<file path="src/include/ohcib_pkg.sv">
// package of constants for the bus-info register group
// assumes a 32-bit classic wishbone slave with byte addresses on 8 bits
package ohcib_pkg;

  // ----------------------------------------------------------------
  // register byte offsets
  // ----------------------------------------------------------------
  localparam logic [7:0] OFF_CSR_DATA   = 8'h0c;
  localparam logic [7:0] OFF_CSR_CMP    = 8'h10;
  localparam logic [7:0] OFF_CSWAP_CTRL = 8'h14;
  localparam logic [7:0] OFF_ROM_HDR    = 8'h18;
  localparam logic [7:0] OFF_BUS_ID     = 8'h1c;
  localparam logic [7:0] OFF_BUS_OPT    = 8'h20;
  localparam logic [7:0] OFF_INT_STAT   = 8'h40;
  localparam logic [7:0] OFF_INT_MASK   = 8'h44;
  localparam logic [7:0] OFF_HC_CTRL    = 8'h50;

  // ----------------------------------------------------------------
  // field positions and fixed values
  // ----------------------------------------------------------------
  localparam int          DONE_BIT      = 31;
  localparam int          IRMC_BIT      = 31;
  localparam int          CMC_BIT       = 30;
  localparam int          LINK_EN_BIT   = 17;
  localparam int          SOFT_RST_BIT  = 16;
  localparam int          EVT_DONE      = 0;
  localparam int          EVT_MISS      = 1;
  localparam int          NUM_EVT       = 2;
  localparam logic [31:0] BUS_ID_VALUE  = 32'h31333934;
  localparam logic [2:0]  LINK_SPEED    = 3'h2;
  localparam logic [3:0]  MAX_REC_RST   = 4'ha;
  localparam logic        DONE_RST      = 1'h1;
  localparam logic [31:0] HDR_RST       = 32'h00000000;

  // config rom quadlet index seen by remote nodes
  localparam logic [1:0]  ROMQ_HEADER   = 2'h0;
  localparam logic [1:0]  ROMQ_BUS_ID   = 2'h1;
  localparam logic [1:0]  ROMQ_BUS_OPT  = 2'h2;

  // compare-swap engine states, one-hot
  typedef enum logic [2:0] {
    CS_IDLE = 3'b001,
    CS_READ = 3'b010,
    CS_CMP  = 3'b100
  } ohcib_cs_state_t;

endpackage : ohcib_pkg

</file>
<file path="src/rtl/ohcib_evt_bank.sv">
// sticky event bits, write-one-to-clear, with a mask onto one irq level
// assumes set and clear strobes are synchronous one-cycle pulses
`timescale 1ns/1ps
module ohcib_evt_bank
  import ohcib_pkg::*;
(
  input  wire logic               clk_i,
  input  wire logic               rst_i,
  input  wire logic [NUM_EVT-1:0] set_i,
  input  wire logic [NUM_EVT-1:0] clr_i,
  input  wire logic               mask_we_i,
  input  wire logic [NUM_EVT-1:0] mask_i,
  output logic      [NUM_EVT-1:0] status_o,
  output logic      [NUM_EVT-1:0] mask_o,
  output logic                    irq_o
);

  logic [NUM_EVT-1:0] stat_next;

  // set beats clear so an event in the clearing cycle survives
  for (genvar g = 0; g < NUM_EVT; g++) begin : g_bit
    always_comb begin
      stat_next[g] = set_i[g] | (status_o[g] & ~clr_i[g]);
    end
  end

  always_ff @(posedge clk_i) begin
    if (rst_i) begin
      status_o <= '0;
      mask_o   <= '0;
    end else begin
      status_o <= stat_next;
      mask_o   <= mask_we_i ? mask_i : mask_o;
    end
  end

  assign irq_o = |(status_o & mask_o);

endmodule : ohcib_evt_bank

</file>
<file path="src/rtl/ohcib_regs.sv">
// bus-info register group with compare-swap engine and rom quadlet port
// assumes a classic wishbone master and a remote-read requester on clk_i
//
// Functional notes
// - a finished compare-swap sets the completion flag, bit 31 of control.
// - a write to the compare-swap control register clears that flag, unless a swap completes in that cycle.
// - bits 1-0 pick the resource: manager id, bandwidth, channels hi, lo.
// - control bits 30-2 always read as zero.
// - the rom header is the first rom quadlet seen by the serial bus.
// - header holds info length, crc length and crc value; lengths reset 0.
// - bus identification is read-only and always returns 31333934h.
// - bus options is the second bus info quadlet seen by the serial bus.
// - bus options bits 31 and 30 are writable capability bits, reset 0.
// - bus options bits 2-0 are read-only and return 010b.
// - max request bits 15-12 reset to ah and survive a software reset.
`timescale 1ns/1ps
module ohcib_regs
  import ohcib_pkg::*;
(
  input  wire logic        clk_i,
  input  wire logic        rst_i,
  input  wire logic        wb_cyc_i,
  input  wire logic        wb_stb_i,
  input  wire logic        wb_we_i,
  input  wire logic [7:0]  wb_adr_i,
  input  wire logic [3:0]  wb_sel_i,
  input  wire logic [31:0] wb_dat_i,
  output logic      [31:0] wb_dat_o,
  output logic             wb_ack_o,
  input  wire logic        rom_rd_i,
  input  wire logic [1:0]  rom_quad_i,
  output logic      [31:0] rom_data_o,
  output logic             rom_valid_o,
  output logic             link_active_enable_o,
  output logic             irq_o
);

  // ----------------------------------------------------------------
  // helpers
  // ----------------------------------------------------------------
  function automatic logic [31:0] bmerge(input logic [31:0] old_v,
                                         input logic [31:0] new_v,
                                         input logic [3:0]  sel);
    logic [31:0] r;
    r = old_v;
    for (int b = 0; b < 4; b++) begin
      if (sel[b]) begin
        r[b*8 +: 8] = new_v[b*8 +: 8];
      end
    end
    return r;
  endfunction : bmerge

  // ----------------------------------------------------------------
  // state
  // ----------------------------------------------------------------
  logic                 ack_reg,   ack_next;
  logic [31:0]          dat_reg,   dat_next;
  logic [1:0]           sel_reg,   sel_next;
  logic                 done_reg,  done_next;
  logic [31:0]          data_reg,  data_next;
  logic [31:0]          cmp_reg,   cmp_next;
  logic [31:0]          hdr_reg,   hdr_next;
  logic                 irmc_reg,  irmc_next;
  logic                 cmc_reg,   cmc_next;
  logic [3:0]           mrec_reg,  mrec_next;
  logic                 link_reg,  link_next;
  logic [31:0]          romd_reg,  romd_next;
  logic                 romv_reg,  romv_next;
  ohcib_cs_state_t      state_reg, state_next;
  logic                 wr_fire;
  logic                 soft_rst;
  logic                 start;
  logic                 mem_we;
  logic [31:0]          mem_rdata;
  logic [31:0]          opt_word;
  logic [31:0]          ctrl_word;
  logic [NUM_EVT-1:0]   evt_set;
  logic [NUM_EVT-1:0]   evt_clr;
  logic [NUM_EVT-1:0]   evt_stat;
  logic [NUM_EVT-1:0]   evt_mask;

  // a write lands only on the edge where the master sees ack high
  assign wr_fire  = wb_cyc_i & wb_stb_i & wb_we_i & ack_reg;
  assign soft_rst = wr_fire & (wb_adr_i == OFF_HC_CTRL) & wb_sel_i[2]
                    & wb_dat_i[SOFT_RST_BIT];
  assign start    = wr_fire & (wb_adr_i == OFF_CSWAP_CTRL)
                    & (state_reg == CS_IDLE);

  // read views of the mixed registers
  assign ctrl_word = {done_reg, 29'h00000000, sel_reg};
  assign opt_word  = {irmc_reg, cmc_reg, 14'h0000, mrec_reg,
                      9'h000, LINK_SPEED};

  // ----------------------------------------------------------------
  // wishbone slave: ack one cycle after request, read data registered
  // ----------------------------------------------------------------
  always_comb begin
    ack_next = wb_cyc_i & wb_stb_i & ~ack_reg;
    dat_next = dat_reg;
    if (wb_cyc_i & wb_stb_i & ~ack_reg) begin
      case (wb_adr_i)
        OFF_CSR_DATA:   dat_next = data_reg;
        OFF_CSR_CMP:    dat_next = cmp_reg;
        OFF_CSWAP_CTRL: dat_next = ctrl_word;
        OFF_ROM_HDR:    dat_next = hdr_reg;
        OFF_BUS_ID:     dat_next = BUS_ID_VALUE;
        OFF_BUS_OPT:    dat_next = opt_word;
        OFF_INT_STAT:   dat_next = {30'h00000000, evt_stat};
        OFF_INT_MASK:   dat_next = {30'h00000000, evt_mask};
        OFF_HC_CTRL:    dat_next = {14'h0000, link_reg, 17'h00000};
        default:        dat_next = 32'h00000000;
      endcase
    end
  end

  always_ff @(posedge clk_i) begin
    if (rst_i) begin
      ack_reg <= 1'b0;
      dat_reg <= 32'h00000000;
    end else begin
      ack_reg <= ack_next;
      dat_reg <= dat_next;
    end
  end

  assign wb_ack_o = ack_reg;
  assign wb_dat_o = dat_reg;

  // ----------------------------------------------------------------
  // software registers
  // ----------------------------------------------------------------
  // soft reset clears the rom header, bus options bits 31-30 and the link bit; max request is kept
  always_comb begin
    sel_next  = sel_reg;
    done_next = done_reg;
    data_next = data_reg;
    cmp_next  = cmp_reg;
    hdr_next  = hdr_reg;
    irmc_next = irmc_reg;
    cmc_next  = cmc_reg;
    mrec_next = mrec_reg;
    link_next = link_reg;
    if (wr_fire) begin
      case (wb_adr_i)
        OFF_CSR_DATA: data_next = bmerge(data_reg, wb_dat_i, wb_sel_i);
        OFF_CSR_CMP:  cmp_next  = bmerge(cmp_reg, wb_dat_i, wb_sel_i);
        OFF_CSWAP_CTRL: begin
          done_next = 1'b0;
          if (wb_sel_i[0] & (state_reg == CS_IDLE)) begin
            sel_next = wb_dat_i[1:0];
          end
        end
        OFF_ROM_HDR:  hdr_next  = bmerge(hdr_reg, wb_dat_i, wb_sel_i);
        OFF_BUS_OPT: begin
          if (wb_sel_i[3]) begin
            irmc_next = wb_dat_i[IRMC_BIT];
            cmc_next  = wb_dat_i[CMC_BIT];
          end
          if (wb_sel_i[1]) begin
            mrec_next = wb_dat_i[15:12];
          end
        end
        OFF_HC_CTRL: begin
          if (wb_sel_i[2]) begin
            link_next = wb_dat_i[LINK_EN_BIT];
          end
        end
        default: begin
        end
      endcase
    end
    if (soft_rst) begin
      hdr_next  = HDR_RST;
      irmc_next = 1'b0;
      cmc_next  = 1'b0;
      link_next = 1'b0;
    end
    // completion wins over a clearing write in the same cycle
    if (state_reg == CS_CMP) begin
      done_next = 1'b1;
    end
  end

  always_ff @(posedge clk_i) begin
    if (rst_i) begin
      sel_reg  <= 2'h0;
      done_reg <= DONE_RST;
      data_reg <= 32'h00000000;
      cmp_reg  <= 32'h00000000;
      hdr_reg  <= HDR_RST;
      irmc_reg <= 1'b0;
      cmc_reg  <= 1'b0;
      mrec_reg <= MAX_REC_RST;
      link_reg <= 1'b0;
    end else begin
      sel_reg  <= sel_next;
      done_reg <= done_next;
      data_reg <= data_next;
      cmp_reg  <= cmp_next;
      hdr_reg  <= hdr_next;
      irmc_reg <= irmc_next;
      cmc_reg  <= cmc_next;
      mrec_reg <= mrec_next;
      link_reg <= link_next;
    end
  end

  // the link only reads fields software promised to hold steady
  assign link_active_enable_o = link_reg;

  // ----------------------------------------------------------------
  // compare-swap engine
  // ----------------------------------------------------------------
  // read costs one cycle since the store's data is registered
  always_comb begin
    state_next = state_reg;
    mem_we     = 1'b0;
    evt_set    = '0;
    case (state_reg)
      CS_IDLE: begin
        if (start) begin
          state_next = CS_READ;
        end
      end
      CS_READ: state_next = CS_CMP;
      CS_CMP: begin
        mem_we              = (mem_rdata == cmp_reg);
        evt_set[EVT_DONE]   = 1'b1;
        evt_set[EVT_MISS]   = (mem_rdata != cmp_reg);
        state_next          = CS_IDLE;
      end
      default: state_next = CS_IDLE;
    endcase
  end

  always_ff @(posedge clk_i) begin
    if (rst_i) begin
      state_reg <= CS_IDLE;
    end else begin
      state_reg <= state_next;
    end
  end

  ohcib_res_mem u_mem (
    .clk_i   (clk_i),
    .rst_i   (rst_i),
    .we_i    (mem_we),
    .waddr_i (sel_reg),
    .wdata_i (data_reg),
    .raddr_i (sel_reg),
    .rdata_o (mem_rdata)
  );

  // ----------------------------------------------------------------
  // interrupt events
  // ----------------------------------------------------------------
  assign evt_clr = (wr_fire & (wb_adr_i == OFF_INT_STAT) & wb_sel_i[0])
                   ? wb_dat_i[NUM_EVT-1:0] : '0;

  ohcib_evt_bank u_evt (
    .clk_i     (clk_i),
    .rst_i     (rst_i),
    .set_i     (evt_set),
    .clr_i     (evt_clr),
    .mask_we_i (wr_fire & (wb_adr_i == OFF_INT_MASK) & wb_sel_i[0]),
    .mask_i    (wb_dat_i[NUM_EVT-1:0]),
    .status_o  (evt_stat),
    .mask_o    (evt_mask),
    .irq_o     (irq_o)
  );

  // ----------------------------------------------------------------
  // serial bus view of the rom quadlets
  // ----------------------------------------------------------------
  always_comb begin
    romv_next = rom_rd_i;
    romd_next = romd_reg;
    if (rom_rd_i) begin
      case (rom_quad_i)
        ROMQ_HEADER:  romd_next = hdr_reg;
        ROMQ_BUS_ID:  romd_next = BUS_ID_VALUE;
        ROMQ_BUS_OPT: romd_next = opt_word;
        default:      romd_next = 32'h00000000;
      endcase
    end
  end

  always_ff @(posedge clk_i) begin
    if (rst_i) begin
      romd_reg <= 32'h00000000;
      romv_reg <= 1'b0;
    end else begin
      romd_reg <= romd_next;
      romv_reg <= romv_next;
    end
  end

  assign rom_data_o  = romd_reg;
  assign rom_valid_o = romv_reg;
endmodule : ohcib_regs

</file>
<file path="src/rtl/ohcib_res_mem.sv">
// four-word store of the bus-management resources
// assumes one writer; read data is registered, one cycle latency
`timescale 1ns/1ps
module ohcib_res_mem
  import ohcib_pkg::*;
(
  input  wire logic        clk_i,
  input  wire logic        rst_i,
  input  wire logic        we_i,
  input  wire logic [1:0]  waddr_i,
  input  wire logic [31:0] wdata_i,
  input  wire logic [1:0]  raddr_i,
  output logic      [31:0] rdata_o
);

  logic [31:0] mem_reg  [4];
  logic [31:0] mem_next [4];
  logic [31:0] rdata_next;

  // write port and registered read port
  always_comb begin
    for (int i = 0; i < 4; i++) begin
      mem_next[i] = mem_reg[i];
    end
    if (we_i) begin
      mem_next[waddr_i] = wdata_i;
    end
    rdata_next = mem_reg[raddr_i];
  end

  always_ff @(posedge clk_i) begin
    for (int i = 0; i < 4; i++) begin
      mem_reg[i] <= rst_i ? 32'h00000000 : mem_next[i];
    end
    rdata_o <= rst_i ? 32'h00000000 : rdata_next;
  end

endmodule : ohcib_res_mem
</file>
<file path="config.mk">
export PLATFORM = sky130hd
export DESIGN_NAME = ohcib_regs
export DESIGN_NICKNAME = d
export VERILOG_FILES = /design/src/include/ohcib_pkg.sv /design/src/rtl/ohcib_evt_bank.sv /design/src/rtl/ohcib_regs.sv /design/src/rtl/ohcib_res_mem.sv
export SDC_FILE = /design/constraint.sdc
export NUM_CORES = 1
export LEC_CHECK = 0
export BUFFER_PORTS_ARGS = -buffer_cell sky130_fd_sc_hd__buf_4
export CAP_MARGIN = 20
export CORE_MARGIN = 2
export CORE_UTILIZATION = 45
export DETAILED_ROUTE_END_ITERATION = 8
export PLACE_DENSITY = 0.63
export SYNTH_ARGS = -nofsm -noshare
export SYNTH_HDL_FRONTEND = slang
export SYNTH_HIERARCHICAL = 1
export SYNTH_SLANG_ARGS = --single-unit
</file>
<file path="constraint.sdc">
create_clock -name clk_i -period 3 [get_ports clk_i]
set_clock_uncertainty 0.2 [all_clocks]
set_input_delay 0.3 -clock clk_i [delete_from_list [all_inputs] [get_ports clk_i]]
set_output_delay 0.3 -clock clk_i [all_outputs]
set_load 0.005 [all_outputs]
</file>
==> results.json <==
{
  "period_share_pct": 86.3,
  "leakage_nw": 7.07,
  "final_net_count": 1681,
  "finalInstanceArea_um2": 17400,
  "p_sw_share_pct": 21.0,
  "post-route-drc-count": 0,
  "intPower_w": 0.00764,
  "outcome": "complete, no violations",
  "drt_iter0_drc": 738,
  "viasPerCell": 5.30,
  "dieArea_um2": 33900,
  "syn_nets": 1567,
  "gp_routability_congestion": 0.926,
  "ys.flop_type": "dfxtp_1",
  "timing.fmax_ghz": 0.386,
  "crit_required_ps": 3240,
  "cts_tree": "built",
  "arrival_ps": 2830,
  "async_flop_share_pct": 0,
  "antenna_found_initial": 0,
  "clk_latency_ps": 530,
  "grt_pass1_vias": 10900,
  "syn2layout_area_growth_pct": 19.4,
  "hpwl_mm": 26.0,
  "tns_ps": 0,
  "coreArea_um2": 31800,
  "detail-route-antenna-nets": 0,
  "clock-root-buffer": "clkbuf_16",
  "grtUsageTotal_pct": 22.6,
  "diodes": 0,
  "fp-row-count": 65,
  "grt-ovfl-total": 0,
  "finalPower_w": 0.00967,
  "power_frac_seq_pct": 46.7,
  "wire_per_inst_um": 18.3,
  "fp.dieW_um": 184,
  "cp_max_fo": 32,
  "drive_gt1_share_pct": 15.5,
  "cts.sinks": 339,
  "yosysSeqAreaShare_pct": 46.5,
  "drv_cap": 0,
  "initial_core_util_pct": 45.9,
  "htreeDepth": 2,
  "postSynthCellCount": 1515,
  "syn_area_per_cell_um2": 9.64,
  "largest_reg_flops": 128,
  "slew_headroom_pct": 55.3,
  "vdd_drop_max_mv": 0.322,
  "vias": 11100,
  "wirelength_mm": 38.2,
  "clkSlewWorstSetupHoldPaths_ps": 60,
  "crit_path_end_kind": "flip-flop",
  "yosysUniqueCellTypes": 58,
  "finalHoldViolations": 0,
  "netSwitchingPower_w": 0.00203,
  "cts_buffer_depth": 3,
  "rsz0062_at_grt": "false",
  "yosysWarnings": 6,
  "cts-buffers-inserted": 37,
  "combPwrFrac_pct": 3.9,
  "cts.repair.resized": 0,
  "synth_edf_count": 0,
  "grt_start_max_net_pins": 126,
  "cp-start-kind": "flip-flop",
  "power_frac_clock_pct": 49.4,
  "setup_viol": 0,
  "finalMaxSlewViolations": 0,
  "dpl-instance-area_um2": 15800,
  "firstDrtPassIters": 5,
  "syn-cell-area_um2": 14600,
  "ys_ff_latch": 339,
  "io_pins": 120,
  "post-route-min-period_ps": 2590,
  "io_buffers": 119,
  "power.density_nw_per_um2": 554,
  "tightest_slew_ps": 670,
  "hold_path.class": "input pin to flip-flop",
  "grt_pass1_wl_mm": 60.9,
  "timing_worst_setup_path_type": "flip-flop to flip-flop",
  "dieHeight_um": 184
}
cell type report:
class | instances | area, um^2
Fill cell | 2781 | 14400
Multi-Input combinational cell | 1062 | 7240
Sequential cell | 339 | 6790
Timing Repair Buffer | 179 | 1530
Clock buffer | 54 | 1130
Tap cell | 435 | 544
Clock inverter | 12 | 171
Inverter | 10 | 37.5
Yosys cell counts, types with 5 or more instances:
cell type,n,share of area (%)
a22o_1,13,0.78
a21boi_0,11,0.57
nor3_1,5,0.17
a22oi_1,6,0.31
o21ai_0,32,1.1
o22ai_2,30,2.6
nor2_1,118,3.0
nor2b_1,22,0.94
nand3_1,32,1.1
and2_1,6,0.26
mux2i_1,252,17
o22ai_1,5,0.21
nand2b_1,164,7.0
nor4_1,10,0.43
nand2_1,156,4.0
dfxtp_1,339,46
inv_1,10,0.26
a21oi_1,97,3.3
xor2_1,32,1.9
buf_4,7,0.36
buf_2,24,0.82
buf_6,15,1.2
a221oi_1,15,0.90
clkbuf_1,54,1.4
metal layers:
| layer | track usage, % | part of all wire [%] |
|---|---|---|
| met2 | 34.7 | 44 |
| met5 | 0 | 0 |
| met1 | 32.6 | 49 |
| met3 | 3.64 | 5.6 |
| met4 | 6.72 | 2.0 |
through the flow:
| step | setup slack (ps) | hold slack [ps] | std cells | util (%) |
|---|---|---|---|---|
| floorplan | 951 | 169 | 1515 | - |
| global placement | 482 | 232 | 1992 | 49.7 |
| detailed placement | 450 | 246 | 1992 | 49.7 |
| CTS | 420 | 10.9 | 2091 | 54.9 |
| global route | 265 | 28.4 | 2091 | 54.9 |
| finish | 411 | 29.1 | 2091 | 54.9 |
worst paths after layout:
kind                     start                  end  slack [ps]  depth (start not counted)
setup / recovery   cmp_reg[29]  u_mem/mem_reg[0][8]         410                          8
hold / removal     wb_sel_i[0]           sel_reg[1]          30                          4
setup reg to reg   cmp_reg[29]  u_mem/mem_reg[0][8]         410                          8
hold reg to reg   wb_dat_o[24]         wb_dat_o[24]         260                          2
layout by cell type (no fill, tap or decap), drive strengths merged, types with 3 or more instances in the layout:
master	netlist	final
dfxtp	339	339
mux2i	252	252
nand2b	165	165
nand2	156	156
buf	50	146
nor2	118	118
a21oi	97	97
clkbuf	54	54
nand3	36	36
o22ai	35	35
dlygate4sd3	0	33
xor2	32	32
o21ai	32	32
nor2b	23	23
a221oi	15	15
a22o	13	13
nor4	12	12
a21boi	11	11
inv	10	11
and2	6	6
a22oi	6	6
nor3b	6	6
nor3	5	5
and4	4	4
nand4	4	4
bufinv	0	4
clkinv	0	4
a222oi	3	3
a32o	3	3
clkinvlp	0	3
nor4b	3	3
what timing repair did:
item | in CTS | in global routing
hold buffers | 33 | 0
hold endpoints to repair | 127 | 0
setup buffers | 0 | 0
worst max-delay path, cell delays in order, from the launching register on:
cell     delay [ps]
dfxtp_1         340
xor2_1          180
nor4_1          430
nand4_1         160
nor2_1          160
and2_1          240
nor3b_4         250
buf_12          280
mux2i_1         230
logic make-up after synthesis:
| kind of cell | count (synthesis) | synth area share (%) |
|---|---|---|
| compound gates | 228 | 10.9 |
| mux | 253 | 17.3 |
| simple gates | 549 | 19.3 |
| xor+xnor | 32 | 1.92 |
| buf+inv | 114 | 4.09 |
| flops | 339 | 46.5 |
power by group through the flow:
| stage | Combinational (W) | Clock, W | Sequential, W |
|---|---|---|---|
| 3_5_place_dp | 0.000339 | 0 | 0.00462 |
| 2_1_floorplan | 0.000178 | 0 | 0.00462 |
| 5_1_grt | 0.000401 | 0.00506 | 0.00452 |
| 3_3_place_gp | 0.000340 | 0 | 0.00462 |
| 4_1_cts | 0.000374 | 0.00486 | 0.00452 |
| 6_report | 0.000376 | 0.00477 | 0.00452 |
Power figures use the tool's default switching activity.
